**src/rtl/trig_cal_pkg.sv**
```systemverilog
// Notes on behaviour
// [RULE1] calibration request zeroes both coarse codes and grounds both probe tips
// [RULE2] coarse code spans -9.99 V to +9.99 V in 10 mV steps
// [RULE3] fine code spans +75 mV to -75 mV in 1 mV steps, code zero is +75 mV
// [RULE4] rising-edge calibration starts with coarse and fine codes both at zero
// [RULE5] rising edge: fine steps down 1 mV until the comparator first toggles
// [RULE6] found fine code is kept and applied together with the selected coarse code
// [RULE7] falling edge: scan starts at -75 mV and steps upward until toggle
// [RULE8] level monitor shows coarse level plus stored fine offset of chosen channel
// [RULE9] controller recalibrates after power-up and after probe or edge changes; the code only raises cal_stale_out and does not start a calibration
// [RULE10] ten millivolt settings come from manual selectors or the remote bus
// [RULE11] probe, edge, polarity, level and calibration are all remotely controllable
// [RULE12] scan reaching the far end without a toggle stops and flags failure
package trig_cal_pkg;

  localparam int                 NUM_CH         = 2;
  localparam logic signed [10:0] COARSE_MAX     = 11'sh3e7;
  localparam logic signed [10:0] COARSE_MIN     = -11'sh3e7;
  localparam logic signed [10:0] COARSE_ZERO    = 11'sh000;
  localparam logic signed [15:0] MV_PER_COARSE  = 16'sh000a;
  localparam logic signed [15:0] FINE_SPAN_MV   = 16'sh004b;
  localparam logic [7:0]         FINE_TOP_CODE  = 8'h00;
  localparam logic [7:0]         FINE_BOT_CODE  = 8'h96;
  localparam logic [7:0]         FINE_STEP      = 8'h01;
  localparam int                 CLK_PERIOD_NS  = 50;
  localparam int                 SETTLE_NS      = 1000;
  localparam int                 SETTLE_CYC     = (SETTLE_NS + CLK_PERIOD_NS - 1) / CLK_PERIOD_NS;
  localparam logic [4:0]         SETTLE_LOAD    = 5'(SETTLE_CYC - 1);

  typedef enum logic [2:0] {
    ST_IDLE = 3'b001,
    ST_LOAD = 3'b010,
    ST_SCAN = 3'b100
  } cal_state_t;

  // one channel's user settings
  typedef struct packed {
    logic signed [10:0] level;
    logic               falling;
    logic               probe_b;
    logic               invert;
  } chan_cfg_t;

  typedef struct packed {
    chan_cfg_t [NUM_CH-1:0] ch;
    logic                   cal;
    logic                   mon_sel;
  } ctrl_t;

endpackage : trig_cal_pkg

```
**src/rtl/trigger_level_calibration.sv**
```systemverilog
`timescale 1ns/1ps
module trigger_level_calibration (
  // clock and reset
  input  wire logic                             mclk_in,
  input  wire logic                             reset_n_in,
  // settings from the panel selectors and from the remote bus
  input  wire trig_cal_pkg::ctrl_t              manual_ctrl_in,
  input  wire trig_cal_pkg::ctrl_t              remote_ctrl_in,
  input  wire logic                             remote_sel_in,
  // analog comparators, one per channel
  input  wire logic [1:0]                       comp_in,
  // converter codes and analog controls
  output logic signed [1:0][10:0]               coarse_code_out,
  output logic [1:0][7:0]                       fine_code_out,
  output logic [1:0]                            probe_b_out,
  output logic [1:0]                            falling_out,
  output logic [1:0]                            invert_out,
  output logic                                  probe_ground_out,
  // status and level monitor
  output logic                                  cal_busy_out,
  output logic [1:0]                            cal_fail_out,
  output logic                                  cal_stale_out,
  output logic signed [15:0]                    monitor_mv_out
);
  import trig_cal_pkg::*;

  typedef struct packed {
    cal_state_t                   fsm;
    logic [4:0]                   settle;
    logic [NUM_CH-1:0]            comp_s1;
    logic [NUM_CH-1:0]            comp_s2;
    ctrl_t                        man_s1;
    ctrl_t                        man_s2;
    ctrl_t                        cfg;
    logic                         cal_prev;
    logic [NUM_CH-1:0]            init_comp;
    logic [NUM_CH-1:0]            done;
    logic [NUM_CH-1:0]            fail;
    logic [NUM_CH-1:0][7:0]       fine;
    logic [NUM_CH-1:0][1:0]       snap;
    logic                         stale;
    logic signed [NUM_CH-1:0][15:0] thr_mv;
  } state_t;

  state_t st_reg;
  state_t st_next;
  ctrl_t  active;
  logic   cal_pulse;

  always_comb begin
    st_next = st_reg;
    // both sync stages; only the second one is read by logic
    st_next.comp_s1 = comp_in;
    st_next.comp_s2 = st_reg.comp_s1;
    st_next.man_s1  = manual_ctrl_in;
    st_next.man_s2  = st_reg.man_s1;
    // [RULE10] manual or remote source
    // [RULE11] whole control set remote
    active = remote_sel_in ? remote_ctrl_in : st_reg.man_s2;
    st_next.cal_prev = active.cal;
    cal_pulse = active.cal & ~st_reg.cal_prev;
    // [RULE2] clamp coarse range
    for (int i = 0; i < NUM_CH; i++) begin
      if (active.ch[i].level > COARSE_MAX) begin
        active.ch[i].level = COARSE_MAX;
      end else if (active.ch[i].level < COARSE_MIN) begin
        active.ch[i].level = COARSE_MIN;
      end
    end
    // settings are frozen while a scan runs so the edge choice cannot flip mid-scan
    if (st_reg.fsm == ST_IDLE) begin
      st_next.cfg = active;
    end
    case (st_reg.fsm)
      ST_IDLE: begin
        if (cal_pulse) begin
          st_next.fsm    = ST_LOAD;
          st_next.settle = SETTLE_LOAD;
          st_next.done   = '0;
          st_next.fail   = '0;
          // [RULE4] rising start at top
          // [RULE7] falling start at bottom
          for (int i = 0; i < NUM_CH; i++) begin
            st_next.fine[i] = active.ch[i].falling ? FINE_BOT_CODE : FINE_TOP_CODE;
          end
        end
      end
      ST_LOAD: begin
        st_next.settle = st_reg.settle - 5'h01;
        if (st_reg.settle == 5'h00) begin
          st_next.init_comp = st_reg.comp_s2;
          st_next.settle    = SETTLE_LOAD;
          st_next.fsm       = ST_SCAN;
        end
      end
      ST_SCAN: begin
        st_next.settle = st_reg.settle - 5'h01;
        if (st_reg.settle == 5'h00) begin
          st_next.settle = SETTLE_LOAD;
          for (int i = 0; i < NUM_CH; i++) begin
            if (!st_reg.done[i]) begin
              if (st_reg.comp_s2[i] != st_reg.init_comp[i]) begin
                st_next.done[i] = 1'b1;
              end else if (st_reg.fine[i] ==
                           (st_reg.cfg.ch[i].falling ? FINE_TOP_CODE : FINE_BOT_CODE)) begin
                // [RULE12] end reached, flag
                st_next.done[i] = 1'b1;
                st_next.fail[i] = 1'b1;
              end else if (st_reg.cfg.ch[i].falling) begin
                st_next.fine[i] = st_reg.fine[i] - FINE_STEP;
              end else begin
                // [RULE5] step down one mV
                st_next.fine[i] = st_reg.fine[i] + FINE_STEP;
              end
            end
          end
          if (&st_next.done) begin
            st_next.fsm   = ST_IDLE;
            st_next.stale = 1'b0;
            for (int i = 0; i < NUM_CH; i++) begin
              st_next.snap[i] = {st_reg.cfg.ch[i].falling, st_reg.cfg.ch[i].probe_b};
            end
          end
        end
      end
      default: begin
        st_next.fsm = ST_IDLE;
      end
    endcase
    // [RULE9] flag probe or edge choice changed since last calibration
    // compare against this cycle's snapshot, so the completing cycle leaves the flag clear
    for (int i = 0; i < NUM_CH; i++) begin
      if (st_next.fsm == ST_IDLE &&
          st_next.snap[i] != {st_next.cfg.ch[i].falling, st_next.cfg.ch[i].probe_b}) begin
        st_next.stale = 1'b1;
      end
    end
    // [RULE6] stored fine plus coarse
    // [RULE8] monitor sum
    for (int i = 0; i < NUM_CH; i++) begin
      st_next.thr_mv[i] = $signed({{5{st_next.cfg.ch[i].level[10]}}, st_next.cfg.ch[i].level})
                          * MV_PER_COARSE + FINE_SPAN_MV
                          - $signed({8'h00, st_next.fine[i]});
    end
  end

  always_ff @(posedge mclk_in) begin
    if (!reset_n_in) begin
      st_reg       <= '0;
      st_reg.fsm   <= ST_IDLE;
      st_reg.stale <= 1'b1;
      // zero level, zero fine code: monitor already matches the idle formula
      st_reg.thr_mv <= {NUM_CH{FINE_SPAN_MV}};
    end else begin
      st_reg <= st_next;
    end
  end

  always_comb begin
    cal_busy_out     = (st_reg.fsm != ST_IDLE);
    // [RULE1] ground tips during calibration
    probe_ground_out = cal_busy_out;
    cal_fail_out     = st_reg.fail;
    cal_stale_out    = st_reg.stale;
    fine_code_out    = st_reg.fine;
    monitor_mv_out   = st_reg.thr_mv[st_reg.cfg.mon_sel];
    for (int i = 0; i < NUM_CH; i++) begin
      // [RULE1] coarse forced to zero
      coarse_code_out[i] = cal_busy_out ? COARSE_ZERO : st_reg.cfg.ch[i].level;
      probe_b_out[i]     = st_reg.cfg.ch[i].probe_b;
      falling_out[i]     = st_reg.cfg.ch[i].falling;
      invert_out[i]      = st_reg.cfg.ch[i].invert;
    end
  end
endmodule : trigger_level_calibration

```
**config.mk**
```make
export PLATFORM = sky130hd
export DESIGN_NAME = trigger_level_calibration
export DESIGN_NICKNAME = d
export VERILOG_FILES = /design/src/rtl/trig_cal_pkg.sv /design/src/rtl/trigger_level_calibration.sv
export SDC_FILE = /design/constraint.sdc
export NUM_CORES = 1
export LEC_CHECK = 0
export ABC_AREA = 1
export BUFFER_PORTS_ARGS = -buffer_cell sky130_fd_sc_hd__buf_2
export CAP_MARGIN = 15
export CORE_ASPECT_RATIO = 1.1
export CORE_MARGIN = 2
export CORE_UTILIZATION = 60
export DETAILED_ROUTE_END_ITERATION = 10
export PLACE_DENSITY = 0.83
export RECOVER_POWER = 100
export SKIP_CTS_REPAIR_TIMING = 1
export SLEW_MARGIN = 20
export SYNTH_ARGS = -nofsm -noshare
export SYNTH_HDL_FRONTEND = slang
export SYNTH_SLANG_ARGS = --single-unit
```
**constraint.sdc**
```tcl
create_clock -name mclk_in -period 15 [get_ports mclk_in]
set_input_delay 3 -clock mclk_in [delete_from_list [all_inputs] [get_ports mclk_in]]
set_output_delay 3 -clock mclk_in [all_outputs]
set_load 0.005 [all_outputs]
```
==> impl_results.md, run 1 <==
* Status: finished with violations
* Failing checks: max-capacitance violations, max-slew violations
* Core box area at 16200 sq um
* CP top delay family: simple AND/OR/NAND/NOR gates
* Vias per Instance at 5.14
* Number of DRC markers in iteration 0 at 491
* Die Ht at 138 um
* Slowest CP cell: clkbuf_1
* Number of remaining DRC errors at 0
* Final setup TNS at 0 ps
* Top cell type's share of synthesized area at 32.9%
* Cells after synthesis at 1390
* Skew-Pair Late Insertion Delay at 440 ps
* GRT overflow at 0
* Drt wl/cell at 13.1 um
* CP Launch Point: remote_sel_in
* First-pass GRT wire length at 37600 um
* Num CTS Buffers at 17
* Nets at 1642
* Worst VDD drop at 0.0000935 V
* Fin util at 67.0%
* Routed Antenna Nets at 0
* Fmax at 104 MHz
* P_int at 1.07 mW
* RSZ-0062 raised after global routing: false
* R2R setup slack at 7540 ps
* Initial antenna violation count at 0
* Min cycle time layout at 9580 ps
* R2R depth at 32
* Crit Path Category: input port to register
* Async SR Flop Fraction at 0%
* Synth area leader: dfxtp_1
* PortBufs at 129
* Seq cells post-synth at 161
* Worst hold path class: register to register
* IO Pins at 130
* Reg area at 3220 sq um
* Lkg Pwr at 5.96 nW
* Crit path to: st_reg[15]
* Gate power share at 50.5%
* Yosys warns at 0
* Fillers at 1429
* Buf+Inv Stages, Crit Path at 7
* Largest net degree at the start of global routing at 66
* DRT Pass-1 Iters at 6
* Proportion of layout cells with a drive suffix above 1 at 11.3%
* Max-cap violation count at 4
* Layout area overhead at 10.5%
* Critical path fanouts, max at 31
* Die width at 126 um
* Crit-path max cell delay at 990 ps
* Clock Sinks at 161
* Slew headroom at -90.2%
* Net load switching power at 0.795 mW
* Inserted Diodes at 0
* Final setup violating endpoints at 0
* Clock transition at path regs at 60 ps
* Die Area at 17400 sq um
* Row cnt at 49
* EDFF count, synth at 0
* WL final at 22300 um
* R2R Path End: st_reg[15]
* Fin. Hold Viols at 0
* Slew @ Worst Pin at 2850 ps
* Pwr Density at 172 nW/um^2
* Largest cells by area after synthesis: dfxtp_1, nand2_1, ha_1
* CTS tree: yes
* Clk_skew at 18.2 ps
* Clock Power Share at 22.2%
* Area of the multi-input gates at 5290 sq um
* Initial Utilization at 60.6%
* Startpoint type of the worst setup path: input port
* H-tree levels at 4
* Total GRT Usage at 26.0%
* Syn_nets at 1550
* Nature of the critical path endpoint: register
* Ys flop type: dfxtp_1
* Worst path required time at 15360 ps
* Sequential share of power at 27.3%
* CP arrival at 9940 ps
* Post-DP HPWL at 16900 um
* Placed Cells at 1667
* Largest register FFs at 104
* Syn Area/Cell at 7.06 sq um
* Post-Syn Area at 9810 sq um
* Slew Limit Fails at 229
* Number of global-route vias before repair at 8160
* Final period util at 63.8%
* CTS max path bufs at 2
* Vias at 8736
* CTS root buffer: clkbuf_16
* CP Depth at 36
* RD Place Congestion at 0.896
* Distinct cells, synth at 57
* Fin cells at 1699
* Post-synthesis sequential area ratio at 32.9%
* Total power at 1.87 mW
* Switching Fraction at 42.6%
* Crit Reg-Reg Startpoint: st_reg[160]
==> layer usage <==
metal  up-vias  track usage, %  share of wire, %
met5         -               0                 0
met4         0            7.98               2.4
met3        42            5.42               7.5
met2       317            42.6                45
met1      3821            34.7                45
li1       4556               -                 -
==> placed cells by master, fill, tap and decap left out, types with 4 or more instances in the layout <==
cell type	Yosys	final
clkbuf_2	0	11
nor3_1	9	10
o21a_1	5	5
clkbuf_16	0	17
fa_1	6	6
a21oi_1	97	97
o211ai_1	4	4
a31oi_1	10	10
nand4_1	11	11
inv_6	0	4
a21o_1	4	4
or2_2	11	11
nand2_1	359	359
a22oi_1	4	9
o21ai_1	6	4
xnor2_1	7	7
ha_1	89	89
xor2_1	17	17
clkbuf_1	24	40
nor2_1	110	111
nand3_1	43	44
a31o_2	4	4
o21ai_0	48	50
mux2i_1	10	10
nand3_2	6	5
o21bai_1	6	6
nand2_2	9	9
and2_1	9	7
dfxtp_1	161	161
buf_2	5	82
inv_1	234	236
==> area by class of cell <==
cell class | count | area share [%]
Inverter | 240 | 8.31
Timing Repair Buffer | 132 | 5.65
Tap cell | 204 | 2.36
Clock inverter | 13 | 1.17
Sequential cell | 161 | 29.7
Multi-Input combinational cell | 930 | 48.8
Clock buffer | 19 | 3.99
==> per-stage QoR <==
stage                     worst slack [ps]  hold slack [ps]  cell area (sq um)
after floorplan                       7270              390               9810
after global placement                6620              392              10400
after detailed placement              6370              395              10400
after CTS                             6810              410              10900
after global routing                  4640              423              10800
final                                 5420              411              10800
==> worst register-to-register path: cells and delay by family (launching register included) <==
kind / cells / cell delay [ps]
buffers and inverters: 8 / 3050
AND/OR/NAND/NOR: 17 / 1980
adder cells (fa/ha/maj): 4 / 1190
AO/OA/AOI/OAI: 2 / 600
flip-flops: 1 / 380
XOR/XNOR: 1 / 180
==> kinds of logic after synthesis <==
family / synth area share (%)
AND/OR/NAND/NOR: 26.0
buffers and inverters: 12.7
AO/OA/AOI/OAI: 12.6
flip-flops: 32.9
adder cells (fa/ha/maj): 12.6
XOR/XNOR: 2.14
multiplexers: 1.02
==> Yosys cell counts (7+ instances only) <==
library cell  instances
inv_1               234
xnor2_1               7
xor2_1               17
clkbuf_1             24
nor3_1                9
or2_2                11
a21oi_1              97
mux2i_1              10
and2_1                9
nand2_2               9
ha_1                 89
nand4_1              11
a31oi_1              10
nor2_1              110
dfxtp_1             161
buf_4                26
o21ai_0              48
nand2_1             359
nand3_1              43
==> power groups by stage <==
stage | clock, mW | combinational (mW) | sequential, mW
floorplan | 0 | 0.733 | 0.510
global placement | 0 | 0.909 | 0.516
detailed placement | 0 | 0.926 | 0.518
CTS | 0.419 | 0.943 | 0.509
global route | 0.435 | 1.09 | 0.514
finish | 0.414 | 0.943 | 0.509
==> how the worst min path moves through the flow <==
| stage | cells past startpoint | startpoint | to | slack, ps |
|---|---|---|---|---|
| final | 2 | st_next[107] | st_reg[107] | 410 |
| after global routing | 2 | st_next[114] | st_reg[114] | 420 |
| after CTS | 2 | st_next[107] | st_reg[107] | 410 |
| after detailed placement | 2 | st_next[107] | st_reg[107] | 400 |
| after global placement | 2 | st_next[105] | st_reg[105] | 390 |
| after floorplan | 2 | st_next[100] | st_reg[100] | 390 |
No activity file was read; power rests on OpenSTA's default activity.
==> run 2, diff against run 1 <==
Settings changed: CORE_UTILIZATION 60 to 53, PLACE_DENSITY 0.83 to 0.77.
Clock period 15 ns to 8.7 ns, I/O delays scaled along.
==> impl_results.md, run 2 (synthesis gave the netlist of run 1 again) <==
* Status: finished with violations
* Failing checks: max-capacitance violations, max-slew violations
* Initial antenna violation count at 0 (unchanged)
* Post-DP HPWL at 16900 um (-0.17%)
* Clk_skew at 11.4 ps (-6.76 ps)
* Post-DP Area at 10400 sq um (+0.47%)
* RSZ-0062 raised after global routing: false
* H-tree levels at 4 (unchanged)
* Fmax at 135 MHz
* Fillers at 1707 (+19%)
* CTS tree: yes
* Pwr Density at 295 nW/um^2 (+72%)
* CTS max path bufs at 2 (unchanged)
* Most frequent cells in the layout: nand2_1, inv_1, dfxtp_1
* Number of global-route vias before repair at 7923 (-2.9%)
* Drt wl/cell at 12.6 um (-3.8%)
* Slew Limit Fails at 163 (-29%)
* Lkg Pwr at 5.96 nW (about the same)
* PortBufs at 129 (unchanged)
* Hold slack final at 410 ps (-0.983 ps)
* Pre-CTS WS at 1360 ps (-5010 ps)
* Clock Sinks at 161 (unchanged)
* Fin. Hold Viols at 0 (unchanged)
* Max-cap violation count at 3 (-1)
* Row cnt at 52 (+6.1%)
* Worst hold path class: register to register
* Skew-Pair Late Insertion Delay at 430 ps (about the same)
* Number of remaining DRC errors at 0 (unchanged)
* Placed Cells at 1706 (+2.3%)
* Largest net degree at the start of global routing at 66 (unchanged)
* Die Area at 19600 sq um (+13%)
* Layout area overhead at 11.2%
* Worst VDD drop at 0.000176 V (+88%)
* Die Ht at 147 um (+6.2%)
* Fin worst setup slack at 1320 ps (-4110 ps)
* Most common cell after layout, fill and taps aside: nand2_1
* Fin cells at 1738 (+2.3%)
* Min cycle time layout at 7380 ps
* CP arrival at 7740 ps (-2200 ps)
* Gate power share at 50.3% (-0.2 points)
* Routed Antenna Nets at 0 (unchanged)
* Critical path fanouts, max at 31 (unchanged)
* Slowest CP cell: buf_2
* Largest register FFs at 104 (unchanged)
* Clock Power Share at 22.5% (+0.3 points)
* Vias at 8606 (-1.5%)
* Slew @ Worst Pin at 2640 ps (-214 ps)
* Num CTS Buffers at 17 (unchanged)
* Switching Fraction at 42.5% (-0.15 points)
* Initial Utilization at 53.7% (-7.0 points)
* Startpoint type of the worst setup path: input port
* Final Instance Area at 10900 sq um (+0.68%)
* DRT Pass-1 Iters at 5 (-1)
* Proportion of layout cells with a drive suffix above 1 at 11.6% (+0.27 points)
* WL final at 22000 um (-1.6%)
* Die width at 134 um (+6.2%)
* Crit Path Category: input port to register
* Final period util at 84.9%
* Clock transition at path regs at 60 ps (about the same)
* Crit-path max cell delay at 450 ps (-540 ps)
* Core box area at 18300 sq um (+13%)
* GRT overflow at 0 (unchanged)
* Final setup TNS at 0 ps (unchanged)
* Sequential share of power at 27.2% (about the same)
* CTS root buffer: clkbuf_16
* P_int at 1.85 mW (+73%)
* First-pass GRT wire length at 36300 um (-3.3%)
* Worst path required time at 9060 ps (-6300 ps)
* RD Place Congestion at 0.895 (-0.10%)
* Inserted Diodes at 0 (unchanged)
* Slew headroom at -75.9% (+14 points)
* Total GRT Usage at 22.8% (-3.2 points)
* Final setup violating endpoints at 0 (unchanged)
* Nature of the critical path endpoint: register
* Net load switching power at 1.37 mW (+72%)
* Nets at 1642 (unchanged)
* Vias per Instance at 4.95 (-3.7%)
* IO Pins at 130 (unchanged)
* Number of DRC markers in iteration 0 at 520 (+5.9%)
## run 2: cell count changes in the layout (fill, tap and decap cells not counted), moves of 2 or more
cell,delta
buf_2,+6
clkinv_2,-2
clkinv_4,+4
clkbuf_2,-4
inv_6,-3
## run 2: worst paths after layout
kind | startpoint | end | slack (ps) | depth (start not counted)
worst max register to register | st_reg[160] | st_reg[15] | 3170 | 32
worst min register to register | st_next[115] | st_reg[115] | 410 | 2
worst max-delay path | remote_sel_in | st_reg[15] | 1320 | 36
worst min-delay path | st_next[115] | st_reg[115] | 410 | 2
## run 2: per-stage QoR
step                      power [mW]  utilization (%)
after CTS                       3.23             60.2
after floorplan                 2.14                -
after global placement          2.47             57.1
after detailed placement        2.50             57.1
after global routing            3.50             59.7
final                           3.22             59.7
## run 2: power by group through the flow
| stage | logic, mW | registers (mW) | clock network, mW |
|---|---|---|---|
| after CTS | 1.63 | 0.877 | 0.727 |
| after floorplan | 1.26 | 0.880 | 0 |
| after global placement | 1.57 | 0.891 | 0 |
| after global routing | 1.85 | 0.886 | 0.762 |
| final | 1.62 | 0.877 | 0.724 |
| after detailed placement | 1.61 | 0.893 | 0 |
## run 2: routing by layer
metal,vias to the layer above,track usage (%),part of all wire [%]
met5,-,0,0
met4,0,8.30,2.2
met3,38,4.27,5.2
met2,220,37.3,45
met1,3795,30.0,48
li1,4553,-,-
## run 2: area by class of cell
cell class	instances	area, sq um	share of cell area (%)
Tap cell	243	304	2.79
Clock inverter	12	129	1.18
Sequential cell	161	3220	29.5
Clock buffer	20	437	4.00
Multi-Input combinational cell	930	5300	48.6
Timing Repair Buffer	132	618	5.66
Inverter	240	901	8.26
## run 2: worst max-delay path, delay by kind of cell
family,cells,cell delay [ps]
and+or+nand+nor,19,2380
adders and majority gates,5,1430
buffers and inverters,7,1320
AOI/OAI and AO/OA,4,640
xor gates and xnor gates,1,190
==> run 3, diff against run 2 <==
Settings changed: CORE_UTILIZATION 53 to 59, PLACE_DENSITY 0.77 to 0.81.
Clock period 8.7 ns to 7 ns, I/O delays scaled along.
==> impl_results.md, run 3 (synthesis gave the netlist of run 1 again) <==
* DRT Pass-1 Iters at 5 (unchanged)
* Nature of the critical path endpoint: register
* Worst path required time at 7360 ps (-1700 ps)
* H-tree levels at 4 (unchanged)
* Max-cap violation count at 3 (unchanged)
* Slew headroom at -85.7% (-9.8 points)
* Final setup violating endpoints at 0 (unchanged)
* Inserted Diodes at 0 (unchanged)
* PortBufs at 129 (unchanged)
* CTS max path bufs at 2 (unchanged)
* CP Launch Point: remote_sel_in
* Min cycle time layout at 6210 ps
* Slowest CP cell: fa_1
* Total GRT Usage at 25.8% (+3.0 points)
* Clock transition at path regs at 70 ps (about the same)
* Crit Path Category: input port to register
* Initial Utilization at 60.2% (+6.5 points)
* Fillers at 1440 (-16%)
* Failing checks: max-capacitance violations, max-slew violations
* Slew @ Worst Pin at 2790 ps (+147 ps)
* GRT overflow at 0 (unchanged)
* Layout area overhead at 11.0%
* Slew Limit Fails at 157 (-3.7%)
* CP top delay family: simple AND/OR/NAND/NOR gates
* Vias per Instance at 5.16 (+4.3%)
* Met2 Wirelength at 10500 um (+5.6%)
* Critical path fanouts, max at 20 (-35%)
* Final period util at 88.7%
* Proportion of layout cells with a drive suffix above 1 at 12.0% (+0.43 points)
* Core box area at 16300 sq um (-11%)
* Lkg Pwr at 5.97 nW (about the same)
* CP arrival at 6570 ps (-1170 ps)
* Routed Antenna Nets at 0 (unchanged)
* Skew-Pair Late Insertion Delay at 430 ps (about the same)
* WL met3 at 1290 um (+13%)
* Most frequent cells in the layout: nand2_1, inv_1, dfxtp_1
* Wire length on met1 at 10200 um (-2.3%)
* Drt wl/cell at 13.1 um (+3.5%)
* RSZ-0062 raised after global routing: false
* Number of DRC markers in iteration 0 at 510 (-1.9%)
* Startpoint type of the worst setup path: input port
* Hold slack final at 408 ps (-1.68 ps)
* Number of global-route vias before repair at 8139 (+2.7%)
* Worst hold start: st_next[99]
* CTS tree: yes
* Die width at 127 um (-5.1%)
* Nets at 1648 (+0.37%)
* IO Pins at 130 (unchanged)
* Clk_skew at 11.1 ps (-0.300 ps)
* Fin. Hold Viols at 0 (unchanged)
* Die Ht at 139 um (-5.1%)
* Largest net degree at the start of global routing at 74 (+12%)
* Final setup TNS at 0 ps (unchanged)
* Status: finished with violations
* First-pass GRT wire length at 37500 um (+3.1%)
* Post-DP HPWL at 17200 um (+2.0%)
* Fmax at 161 MHz
* Max Used Layer: met4
* RD Place Congestion at 0.877 (-2.0%)
* Pwr Density at 364 nW/um^2 (+23%)
* Crit Reg-Reg Startpoint: st_reg[160]
* Buf+Inv Stages, Crit Path at 8 (+1)
* CTS root buffer: clkbuf_16
* Num CTS Buffers at 17 (unchanged)
* Initial antenna violation count at 0 (unchanged)
* CP most frequent cell: nand2_1
* Largest register FFs at 104 (unchanged)
* Worst hold path class: register to register
* Most common cell after layout, fill and taps aside: nand2_1
* WL final at 22300 um (+1.5%)
* Die Area at 17700 sq um (-9.9%)
* Clock Sinks at 161 (unchanged)
* Total power at 3.96 mW (+23%)
* Row cnt at 49 (-5.8%)
* Number of remaining DRC errors at 0 (unchanged)
* Crit-path max cell delay at 400 ps (-50 ps)
* Vias at 8800 (+2.3%)
* Worst VDD drop at 0.000200 V (+14%)
run 3: cell types whose count changed in the layout (fill, tap and decap cells not counted), sizes merged:
cell      change
clkinv        -1
inv           +1
clkbuf        -2
buf           +6
bufinv        -1
clkinvlp      +2
run 3: worst register-to-register path: cells and delay by family, from the launching register on:
kind,cells,cell delay [ps]
AND/OR/NAND/NOR,17,2110
adder cells (fa/ha/maj),4,1200
buffers and inverters,7,1080
AO/OA/AOI/OAI,2,460
flip-flops,1,370
XOR/XNOR,1,180
run 3: where the power goes:
group          switching, mW  internal (mW)  leakage (nW)  total, mW
Sequential            0.0415           1.04          1.33       1.09
Combinational           1.27          0.763          4.38       2.03
Clock                  0.388          0.457         0.255      0.845
run 3: through the flow:
stage / util [%] / worst slack, ps / cells / instance area [sq um]
6_report: 66.8 / 791 / 1704 / 10900
5_1_grt: 66.8 / 176 / 1704 / 10900
4_1_cts: 67.2 / 959 / 1704 / 11000
3_5_place_dp: 64.0 / 558 / 1673 / 10400
3_3_place_gp: 64.0 / 707 / 1673 / 10400
2_1_floorplan: - / 872 / 1390 / 9810
run 3: worst paths after layout:
check	end	slack [ps]	cells after the start
max	st_reg[15]	790	36
max reg2reg	st_reg[15]	1550	31
min	st_reg[99]	410	2
min reg2reg	st_reg[99]	410	2
run 3: layout make-up:
cell class | instances | area, sq um | area share [%]
inverters | 240 | 901 | 8.27
repair buffers | 138 | 658 | 6.05
flip-flops and latches | 161 | 3220 | 29.6
well taps | 204 | 255 | 2.34
multi-input cells | 930 | 5320 | 48.8
clock inverters | 13 | 105 | 0.965
clock buffers | 18 | 429 | 3.94
run 3: layer usage:
metal / up-vias / track usage, %
met5: - / 0
met4: 0 / 7.46
met3: 27 / 3.65
met2: 242 / 43.1
met1: 3957 / 34.9
li1: 4574 / -
